$ cat config.mk
export PLATFORM = sky130hd
export DESIGN_NAME = pcstk_top
export DESIGN_NICKNAME = d
export VERILOG_FILES = /design/src/pkg/pcstk_pkg.sv /design/src/rtl/pcstk_top.sv
export SDC_FILE = /design/constraint.sdc
export NUM_CORES = 1
export LEC_CHECK = 0
export BUFFER_PORTS_ARGS = -buffer_cell sky130_fd_sc_hd__buf_4
export CORE_MARGIN = 3
export CORE_UTILIZATION = 40
export CTS_CLUSTER_DIAMETER = 120
export CTS_CLUSTER_SIZE = 16
export DETAILED_ROUTE_END_ITERATION = 8
export PLACE_DENSITY = 0.63
export REMOVE_ABC_BUFFERS = 1
export SLEW_MARGIN = 40
export SYNTH_ARGS = -nofsm -noshare
export SYNTH_HDL_FRONTEND = slang
export SYNTH_SLANG_ARGS = --single-unit
export TNS_END_PERCENT = 100
$ cat constraint.sdc
create_clock -name clk -period 3.87 [get_ports clk]
set_clock_uncertainty 0.1 [all_clocks]
set_input_delay 0.387 -clock clk [delete_from_list [all_inputs] [get_ports clk]]
set_output_delay 0.387 -clock clk [all_outputs]
set_load 0.005 [all_outputs]
$ cat src/pkg/pcstk_pkg.sv
`default_nettype none
package pcstk_pkg;
	// =====================================================
	// Sizes and fixed addresses
	localparam int             PC_W       = 21;
	localparam int             SP_W       = 5;
	localparam logic [4:0]     SP_EMPTY   = 5'h00;
	localparam logic [4:0]     SP_TOP     = 5'h1f;
	localparam logic [20:0]    PC_STEP    = 21'h000002;
	localparam logic [20:0]    ONCHIP_END = 21'h003fff;
	localparam logic [20:0]    BOOT_END   = 21'h0007ff;
	// =====================================================
	// Register byte offsets on the bus
	localparam logic [7:0]     ADR_CFG    = 8'h00;
	localparam logic [7:0]     ADR_MEMCTL = 8'h04;
	localparam logic [7:0]     ADR_PCLOW  = 8'h08;
	localparam logic [7:0]     ADR_LATH   = 8'h0c;
	localparam logic [7:0]     ADR_LATU   = 8'h10;
	localparam logic [7:0]     ADR_SPTR   = 8'h14;
	localparam logic [7:0]     ADR_TOP_ENTRY_LOW   = 8'h18;
	localparam logic [7:0]     ADR_TOP_ENTRY_HIGH   = 8'h1c;
	localparam logic [7:0]     ADR_TOP_ENTRY_UPPER   = 8'h20;
	localparam logic [7:0]     ADR_CTRL   = 8'h24;
	// =====================================================
	// Field positions and reset values
	localparam int             CFG_WAIT   = 7;
	localparam int             CFG_BW     = 6;
	localparam logic [7:0]     CFG_MASK   = 8'hc3;
	localparam logic [7:0]     CFG_RESET  = 8'hc3;
	localparam int             MEM_WAIT   = 4;
	localparam logic [7:0]     MEM_MASK   = 8'h30;
	localparam logic [7:0]     MEM_RESET  = 8'h00;
	localparam int             SPR_FULL   = 7;
	localparam int             SPR_UNF    = 6;
	localparam logic [7:0]     CTRL_RESET = 8'h01;
	// =====================================================
	// Types
	typedef enum logic [1:0] {
		MM_EXTENDED = 2'b00,
		MM_BOOT     = 2'b01,
		MM_EXTONLY  = 2'b10,
		MM_ONCHIP   = 2'b11
	} pcstk_mode_t;
	typedef struct packed {
		logic        advance;
		logic        push;
		logic        pop;
		logic        jump;
		logic [20:0] target;
	} pcstk_cmd_t;
	typedef struct packed {
		logic external;
		logic blocked;
	} pcstk_route_t;
	typedef struct packed {
		logic        cyc;
		logic        stb;
		logic        we;
		logic [3:0]  sel;
		logic [7:0]  adr;
		logic [31:0] dat;
	} pcstk_wbreq_t;
	typedef struct packed {
		logic        ack;
		logic [31:0] dat;
	} pcstk_wbrsp_t;
endpackage
`default_nettype wire

$ cat src/rtl/pcstk_top.sv
`timescale 1ns/1ps
`default_nettype none
module pcstk_top
	import pcstk_pkg::*;
#(
	parameter logic [20:0] ONCHIP_LAST = pcstk_pkg::ONCHIP_END
) (
	input  wire logic                    clk,          // Core clock
	input  wire logic                    reset,        // Power-on reset
	input  wire logic                    warmReset,    // Other device resets
	input  wire pcstk_pkg::pcstk_cmd_t   cmd,          // Core sequencing request
	input  wire logic [20:0]             tblAddr,      // Table access address
	input  wire pcstk_pkg::pcstk_wbreq_t wbReq,        // Bus request
	output pcstk_pkg::pcstk_wbrsp_t      wbRsp,        // Bus answer
	output logic [20:0]                  fetchAddr_q,  // Fetch address
	output pcstk_pkg::pcstk_route_t      fetchRoute_q, // Fetch target
	output pcstk_pkg::pcstk_route_t      tblRoute_q,   // Table target
	output logic                         busWide_q,    // 16-bit external bus
	output logic [1:0]                   waitCount_q,  // External wait states
	output logic                         stackFault_q  // Stack fault reset
);
	import pcstk_pkg::*;

	// =====================================================
	// State
	logic [7:0]  cfg_q;
	logic [7:0]  memctl_q;
	logic [7:0]  ctrl_q;
	logic [7:0]  latH_q;
	logic [4:0]  latU_q;
	logic [20:0] pc_q;
	logic [20:0] pc_d;
	logic [4:0]  sp_q;
	logic [4:0]  sp_d;
	logic        full_q;
	logic        full_d;
	logic        unf_q;
	logic        unf_d;
	logic        ack_q;
	logic [31:0] dat_q;
	logic        pushWr;
	logic        faultNow;
	logic        setFull;
	logic        setUnf;
	logic [20:0] stk [1:31];

	// =====================================================
	// Bus decode
	// A strobe still held in the ack cycle is not taken a second time
	wire         take     = wbReq.cyc & wbReq.stb & ~ack_q;
	wire         wr       = take & wbReq.we & wbReq.sel[0];
	wire         rd       = take & ~wbReq.we;
	wire [7:0]   wd       = wbReq.dat[7:0];
	wire         hitCfg   = wbReq.adr == ADR_CFG;
	wire         hitMem   = wbReq.adr == ADR_MEMCTL;
	wire         hitPcl   = wbReq.adr == ADR_PCLOW;
	wire         hitLatH  = wbReq.adr == ADR_LATH;
	wire         hitLatU  = wbReq.adr == ADR_LATU;
	wire         hitSp    = wbReq.adr == ADR_SPTR;
	wire         hitTosL  = wbReq.adr == ADR_TOP_ENTRY_LOW;
	wire         hitTosH  = wbReq.adr == ADR_TOP_ENTRY_HIGH;
	wire         hitTosU  = wbReq.adr == ADR_TOP_ENTRY_UPPER;
	wire         hitCtrl  = wbReq.adr == ADR_CTRL;
	wire         busPclWr = wr & hitPcl;
	wire         busPclRd = rd & hitPcl;
	wire         busSpWr  = wr & hitSp;
	wire         tosWr    = wr & (hitTosL | hitTosH | hitTosU) & (sp_q != SP_EMPTY);
	wire         stack_fault_reset_enable   = ctrl_q[0];
	wire [4:0]   spInc    = sp_q + 5'h01;
	wire [20:0]  tos      = (sp_q == SP_EMPTY) ? 21'h000000 : stk[sp_q];
	wire [7:0]   spByte   = {full_q, unf_q, 1'b0, sp_q};
	wire pcstk_mode_t mode = pcstk_mode_t'(cfg_q[1:0]);

	// Read selection; unmapped offsets read zero
	// counter low byte only; counter high and upper bytes go through latches
	wire [7:0] rdByte =
		hitCfg  ? (cfg_q & CFG_MASK) :
		hitMem  ? memctl_q :
		hitPcl  ? pc_q[7:0] :
		hitLatH ? latH_q :
		hitLatU ? {3'h0, latU_q} :
		hitSp   ? spByte :
		hitTosL ? tos[7:0] :
		hitTosH ? tos[15:8] :
		hitTosU ? {3'h0, tos[20:16]} :
		hitCtrl ? ctrl_q : 8'h00;

	assign wbRsp = '{ack: ack_q, dat: dat_q};

	// =====================================================
	// Memory routing by mode
	function automatic pcstk_route_t routeOf(input pcstk_mode_t m, input logic [20:0] a);
		pcstk_route_t r;
		r = '{external: 1'b0, blocked: 1'b0};
		unique case (m)
			// on-chip only, high reads blocked to zero
			MM_ONCHIP:   r.blocked  = a > ONCHIP_LAST;
			MM_EXTENDED: r.external = a > ONCHIP_LAST;
			MM_EXTONLY:  r.external = 1'b1;
			MM_BOOT:     r.external = a > BOOT_END;
		endcase
		return r;
	endfunction

	// =====================================================
	// Counter and stack next state
	// Bus pointer and low byte writes win over the core request, though a stack fault beats a pointer write; a push over top entry writes,
	// so software must keep interrupts off while editing the stack.
	always_comb begin
		pc_d     = pc_q;
		sp_d     = sp_q;
		pushWr   = 1'b0;
		faultNow = 1'b0;
		setFull  = 1'b0;
		setUnf   = 1'b0;
		if (cmd.pop) begin
			if (sp_q == SP_EMPTY) begin
				pc_d     = 21'h000000;
				setUnf   = 1'b1;
				faultNow = stack_fault_reset_enable;
			end else begin
				pc_d = tos;
				sp_d = sp_q - 5'h01;
			end
		end else if (cmd.push) begin
			// push with pre-increment; target loads directly
			pc_d = cmd.target;
			if (sp_q != SP_TOP) begin
				pushWr = 1'b1;
				sp_d   = spInc;
				if (spInc == SP_TOP) begin
					setFull  = 1'b1;
					faultNow = stack_fault_reset_enable;
				end
			end else begin
				setFull = 1'b1;
			end
		end else if (cmd.jump) begin
			pc_d = cmd.target;
		end else if (cmd.advance) begin
			pc_d = pc_q + PC_STEP;
		end
		if (busSpWr)
			sp_d = wd[4:0];
		// low byte write pulls in latches
		if (busPclWr)
			pc_d = {latU_q, latH_q, wd};
		// fault reset zeroes pointer
		// Applied last so a fault beats a pointer write in the same cycle
		if (faultNow)
			sp_d = SP_EMPTY;
		pc_d[0] = 1'b0;
	end

	// sticky flags: hardware set wins over software clear
	assign full_d = setFull | (full_q & ~(busSpWr & ~wd[SPR_FULL]));
	assign unf_d  = setUnf  | (unf_q  & ~(busSpWr & ~wd[SPR_UNF]));

	// =====================================================
	// Counter, pointer and flags
	always_ff @(posedge clk) begin
		if (reset) begin
			pc_q   <= '0;
			sp_q   <= SP_EMPTY;
			full_q <= 1'b0;
			unf_q  <= 1'b0;
		end else begin
			// every reset clears pointer, flags survive warm reset
			pc_q   <= warmReset ? 21'h000000 : pc_d;
			sp_q   <= warmReset ? SP_EMPTY : sp_d;
			full_q <= full_d;
			unf_q  <= unf_d;
		end
	end

	// Stack storage: no reset, position zero has none
	// No reset on the array saves area; pointer zero hides stale entries
	always_ff @(posedge clk) begin
		if (pushWr)
			stk[spInc] <= pc_q + PC_STEP;
		else if (tosWr & hitTosL)
			stk[sp_q][7:0] <= wd;
		else if (tosWr & hitTosH)
			stk[sp_q][15:8] <= wd;
		else if (tosWr & hitTosU)
			stk[sp_q][20:16] <= wd[4:0];
	end

	// =====================================================
	// Latches: only bus touches them, never calls or returns
	always_ff @(posedge clk) begin
		if (reset) begin
			latH_q <= 8'h00;
			latU_q <= 5'h00;
		end else if (busPclRd) begin
			latH_q <= pc_q[15:8];
			latU_q <= pc_q[20:16];
		end else begin
			if (wr & hitLatH)
				latH_q <= wd;
			if (wr & hitLatU)
				latU_q <= wd[4:0];
		end
	end

	// Configuration registers
	always_ff @(posedge clk) begin
		if (reset) begin
			cfg_q    <= CFG_RESET;
			memctl_q <= MEM_RESET;
			ctrl_q   <= CTRL_RESET;
		end else begin
			if (wr & hitCfg)
				cfg_q <= wd & CFG_MASK;
			if (wr & hitMem)
				memctl_q <= wd & MEM_MASK;
			if (wr & hitCtrl)
				ctrl_q <= {7'h00, wd[0]};
		end
	end

	// Bus answer one cycle after the request is taken
	always_ff @(posedge clk) begin
		if (reset) begin
			ack_q <= 1'b0;
			dat_q <= '0;
		end else begin
			ack_q <= take;
			dat_q <= take ? {24'h000000, rdByte} : 32'h00000000;
		end
	end

	// =====================================================
	// Registered outputs
	always_ff @(posedge clk) begin
		if (reset) begin
			fetchAddr_q  <= '0;
			fetchRoute_q <= '0;
			tblRoute_q   <= '0;
			busWide_q    <= 1'b0;
			waitCount_q  <= 2'h0;
			stackFault_q <= 1'b0;
		end else begin
			fetchAddr_q  <= warmReset ? 21'h000000 : pc_d;
			fetchRoute_q <= routeOf(mode, warmReset ? 21'h000000 : pc_d);
			tblRoute_q   <= routeOf(mode, tblAddr);
			busWide_q    <= cfg_q[CFG_BW];
			// waits off when bit 7 set
			waitCount_q  <= cfg_q[CFG_WAIT] ? 2'h0 : memctl_q[MEM_WAIT +: 2];
			// fault pulse; the system turns it into a device reset
			stackFault_q <= faultNow;
		end
	end

	// Bus pointer and low byte writes and device resets override the core, so core checks skip them
	wire quiet = ~warmReset & ~busSpWr & ~busPclWr;
endmodule
`default_nettype wire

# After elaboration in Yosys (flattened, before gate mapping)
# Memory sizes are Yosys's and may differ from the RTL's. A register that Yosys moved wholly into a read port is not among the register bits.
# Cells that the tools add are included.
[totals] ff_bits=89 ram_bits=651 memories=1
[classes] add_sub_neg=3 order_cmp=4 n_eq_ne=15 n_mux=62 n_bitwise=34 reduce_logical=15
[mem_list] memory="stk" depth=31 word_bits=21 read_ports=1 rd_ports_with_merged_regs=1 write_ports=1 line_no="pcstk_top.sv:45" source="logic [20:0] stk [1:31];"
[ops] cell="2-to-1 mux 21 bit" count=9
[ops] cell="2-to-1 mux 8 bit" count=10
[ops] cell="2-to-1 mux 5 bit" count=11
[ops] cell="> comparator 21 x 11 -> 1 bit, second input constant" count=2
[ops] cell="> comparator 21 x 14 -> 1 bit, second input constant" count=2
[ops] cell="equality test 8 x 5 -> 1 bit, second input constant" count=4
[ops] cell="2-to-1 mux 1 bit" count=29
[ops] cell="bitwise AND 1 bit" count=22
[ops] cell="adder 21 x 2 -> 21 bit, second input constant" count=1
[ops] cell="OR reduction 21 bit" count=1
[ops] cell="equality test 8 x 4 -> 1 bit, second input constant" count=2
[ops] cell="equality test 8 x 6 -> 1 bit, second input constant" count=2
[ops] cell="equality test 8 x 3 -> 1 bit, second input constant" count=1
[ops] cell="zero test 8 bit" count=1
[ops] cell="NOT 1 bit" count=8
[ops] cell="case mux 1 bit (3 select lines)" count=2
[ops] cell="nonzero test 3 bit" count=2
[ops] cell="OR reduction 2 bit" count=3
[ops] cell="OR reduction 3 bit" count=2
[ops] cell="adder 5 x 1 -> 5 bit, second input constant" count=1
[ops] cell="equality test 5 bit, second input constant" count=1
[ops] cell="zero test 5 bit" count=1
[ops] cell="inequality test 5 bit, second input constant" count=1
[ops] cell="nonzero test 5 bit" count=1
[ops] cell="other kinds (9)" count=14

# Longest topological paths before layout
[depth] depth_word=14 depth_mapped=13 mapped_depth_nobuf=10

# Worst setup path before layout
# Ideal clock, no wire load.
[synth_timing] kind="register to register" startpoint="register sp_q[0]" endpoint="memory stk[10][8] (data pin)" setup_ns=0.372 arrival_time_ns=3.224 required_ns=3.398 setup_slack_ns=0.174 path_stages_with_launch=11 cell_sequence="dfxtp_1 > clkbuf_1 > inv_1 > ha_1 > nor4b_2 > nor3_1 > o211ai_2 > buf_2 > buf_1 > nor2_1 > a21oi_1"
[synth_via] elab_chain_cells=10 elab_cells_between_ends=23 classes_between="1 x eq/ne; 16 x mux; 4 x bitwise; 2 x reduce/logical"
[synth_rtl] element="start, declared" line_no="pcstk_top.sv:33" source="logic [4:0] sp_q;"
[synth_rtl] element="start signal, assigned" line_no="pcstk_top.sv:170" source="sp_q <= warmReset ? SP_EMPTY : sp_d;"
[synth_rtl] element="nonzero test 5 bit" line_no="pcstk_top.sv:67" source="wire tosWr = wr & (hitTosL | hitTosH | hitTosU) & (sp_q != SP_EMPTY);"
[synth_rtl] element="bitwise AND 1 bit" line_no="pcstk_top.sv:67"
[synth_rtl] element="bitwise AND 1 bit" line_no="pcstk_top.sv:185" source="else if (tosWr & hitTosU)"
[synth_rtl] element="2-to-1 mux 1 bit" line_no="pcstk_top.sv:185"
[synth_rtl] element="2-to-1 mux 1 bit" line_no="pcstk_top.sv:183" source="else if (tosWr & hitTosH)"
[synth_rtl] element="2-to-1 mux 1 bit" line_no="pcstk_top.sv:181" source="else if (tosWr & hitTosL)"
[synth_rtl] element="2-to-1 mux 1 bit" line_no="pcstk_top.sv:179" source="if (pushWr)"
[synth_rtl] element="2-to-1 mux 1 bit (implied by the code)" line_no="pcstk_top.sv:186" source="stk[sp_q][20:16] <= wd[4:0];"
[synth_rtl] element="OR reduction 21 bit (no line) (*)"
[synth_rtl] element="2-to-1 mux 21 bit (no line) (*)"
[synth_rtl] element="end, declared" line_no="pcstk_top.sv:45"
# Every way passes the cells marked *; elsewhere a longest branch is shown, timed or not.

==> impl_metrics.toml <==
[route]
via_count = 17950
average_wire_per_standard_cell_um = 26.91
drt-vias-per-instance = 5.847
final_wirelength_mm = 82.62
drt_pass1_iterations = 5
drt-initial-drc-count = 1878
detail-route-antenna-nets = 0
drc = 0

[floorplanning]
pin_count = 158
fp.dieArea_sq_um = 79870
core-area_sq_um = 75070
die_x_um = 282.6
die_height_um = 282.6
initial_utilization_pct = 40.77
row_count = 100

[clocking]
cts_tree = "yes"
tritoncts.num_buffers = 50
cts.sinks = 720
post-cts-setup-buffer-count = 0
cts-htree-levels = 2
max-clock-path-buffers = 3
clkSlewWorstSetupHoldPaths_ns = 0.08
cts.root.buffer_cell = "clkbuf_16"
clk-insertion-delay-late_ns = 0.62

[timing]
final.period_utilization_pct = 93.19
timing.hold.ws_ns = 0.03649
tightestPinTransition_ns = 0.8278
grt_setup_unrepaired = "false"
report.final.hold_viol_count = 0
slew_violations = 0
finalSetupViolations = 0
slew_headroom_pct = 44.12
fin_crit_ns = 3.606
fmax_mhz = 277.3

[logic_synthesis]
synth_ff_type = "edfxtp_1"
syn-cell-area_sq_um = 30610
synth_seq_area_share_pct = 68.39
synth.top_cells.by_area = "edfxtp_1 64%, mux4_2 12%, dfxtp_1 4.5%"
netlist_top_cells_count = "651 x edfxtp_1, 231 x nor2_1, 157 x mux4_2"
synth_cell_types = 86
post_synth_inst_count = 1879
synth-seq-cells = 720
syn-mean-instance-area_sq_um = 16.29
synth-async-reset-ratio_pct = 0
synth-warning-count = 0
yosys.area.top_type_share_pct = 63.87
dominant_cell_by_count_in_the_synthesized_netlist = "edfxtp_1"
yosysTopAreaCell = "edfxtp_1"
number_of_enable_type_register_cells_in_the_synthesized_netlist = 651

[global_routing]
via_count_of_the_first_global_routing_pass = 17750
groute.layer.met3.usage_pct = 2.996
grtUsageMet2_pct = 33.26
grt_pass1_wl_mm = 121.0
antenna_found_initial = 0
overflow = 0
gr-max-usage-layer = "met2"
grt_start_max_net_pins = 37
grt.met1_usage_pct = 28.90
grtUsageTotal_pct = 20.63

[power]
p_clk_share_pct = 34.2
cellLeakagePower_nw = 11.12
sequential_share_of_power_pct = 59.6
pwr-share-comb_pct = 6.2
power.internal_mw = 11.18
cellPowerDensity_nw_per_um2 = 411.3
vdd_ir_drop_max_uv = 331.8
switchingPower_mw = 3.104
p_sw_share_pct = 21.73
totalPowerFinal_mw = 14.29

[setup_path]
path_class = "flop to flop"
worstPathArrival_ns = 4.02
crit_path_top_delay_cell = "a2111oi_0"
cp_slowest_stage_delay_ns = 0.76
cp_max_fo = 19
timing.critical_path.to_type = "flop"
timing.critical_path.cells = "mux4_2 -> a2111oi_0 -> nor4bb_1 -> buf_4 -> o31ai_1 -> a41o_1 -> nand4b_1 -> o21a_1"
cp-start-kind = "flop"
setup.reg_to_reg.worst_slack_ns = 0.26
timing.critical_path.required_ns = 4.29

[placement]
dpl-instance-area_sq_um = 33270
numPortBuffers = 93
dp_hpwl_mm = 57.25
numPlacedInstances = 2987
gp_congestion = 0.9396

[status]
status = "finished, final reports clean"

[hold_path]
type_of_the_tightest_min_delay_check = "input port to flop"

[final_layout]
design.final.nets = 2183
share_of_the_core_filled_with_cells_pct = 46.28
antenna_cells = 0
finish.cell_count_without_fillers = 3070
design_area_sq_um = 34740
layout_cells_sized_above_1_pct = 25.42
synthToLayoutAreaGrowth_pct = 13.51

[flow_run]
drv_cap = 0
what timing repair did:
action                    CTS  global route
hold endpoints to repair   13             0
hold buffers               11             0
resized for setup           0             0
power by group through the flow:
stage	logic, mW	registers, mW	clock network [mW]
2_1_floorplan	0.443	8.73	0
3_3_place_gp	0.855	8.68	0
5_1_grt	0.939	8.51	5.29
3_5_place_dp	0.869	8.69	0
4_1_cts	0.880	8.51	5.00
6_report	0.885	8.51	4.89
final timing paths:
check,start,endpoint,cells after the start
worst max-delay path,flop,fetchRoute_q[1]$_SDFF_PP0_,8
worst min-delay path,wbReq[2],fetchAddr_q[2]$_SDFF_PP0_,3
worst max register to register,flop,fetchRoute_q[1]$_SDFF_PP0_,8
worst min register to register,full_q$_SDFF_PP0_,full_q$_SDFF_PP0_,2
placed cells by master (no fill, tap or decap), types with 15 or more instances in the layout:
cell type / synthesis / layout
a211oi_1: 60 / 60
a21oi_1: 48 / 29
a21oi_2: 0 / 18
buf_4: 45 / 247
clkbuf_1: 54 / 19
clkbuf_16: 0 / 50
conb_1: 1 / 25
dfxtp_1: 69 / 65
edfxtp_1: 651 / 651
inv_1: 15 / 15
mux2i_1: 75 / 75
mux4_2: 157 / 157
nand2_1: 93 / 93
nand3_1: 24 / 24
nand4_1: 16 / 16
nor2_1: 231 / 230
nor3_1: 27 / 27
o21ai_0: 22 / 21
xnor2_1: 20 / 20
xor2_1: 21 / 21
cell families after synthesis:
group,after synthesis,synth area share (%)
other cells,1,0.01225
compound gates,223,5.168
xor+xnor,41,1.173
fa+ha+maj,6,0.2453
buf+inv,159,3.009
flops,720,68.39
simple gates,483,7.387
mux,246,14.62
worst max-delay path: cells and delay by family (launching register included):
kind	cells	cell delay, ns
DFF	1	0.72
and+or+nand+nor	2	0.30
muxes	1	0.64
buffers and inverters	1	0.20
AOI/OAI and AO/OA	4	1.51
sequential cells by signal, summed over array words and instances, names as in the netlist, named ones only:
register,cells
stk,651
fetchAddr_q,20
dat_q,8
latH_q,8
latU_q,5
sp_q,5
cfg_q,4
fetchRoute_q,2
memctl_q,2
tblRoute_q,2
waitCount_q,2
ack_q,1
busWide_q,1
ctrl_q,1
full_q,1
stackFault_q,1
unf_q,1
per-layer routing:
metal  vias to the layer above  routed length [um]
li1                       7724                   -
met1                      9235               34720
met2                       824               39280
met3                       167                5639
met4                         0                2972
met5                         -                   0
final cells by class:
class | count | area [sq um]
Inverter | 15 | 56.30
Multi-Input combinational cell | 1024 | 8967
Sequential cell | 720 | 20940
Tap cell | 969 | 1212
Timing Repair Buffer | 270 | 2205
Clock inverter | 3 | 33.78
Clock buffer | 69 | 1323
Fill cell | 6410 | 40330
stage by stage:
stage / setup TNS [ns] / worst slack (ns)
floorplan: -166.61 / -5.088
finish: 0 / 0.2637
global placement: 0 / 0.2418
CTS: 0 / 0.2174
detailed placement: 0 / 0.2174
global route: 0 / 0.02845
Note: power is estimated with default switching activity, not from simulation.
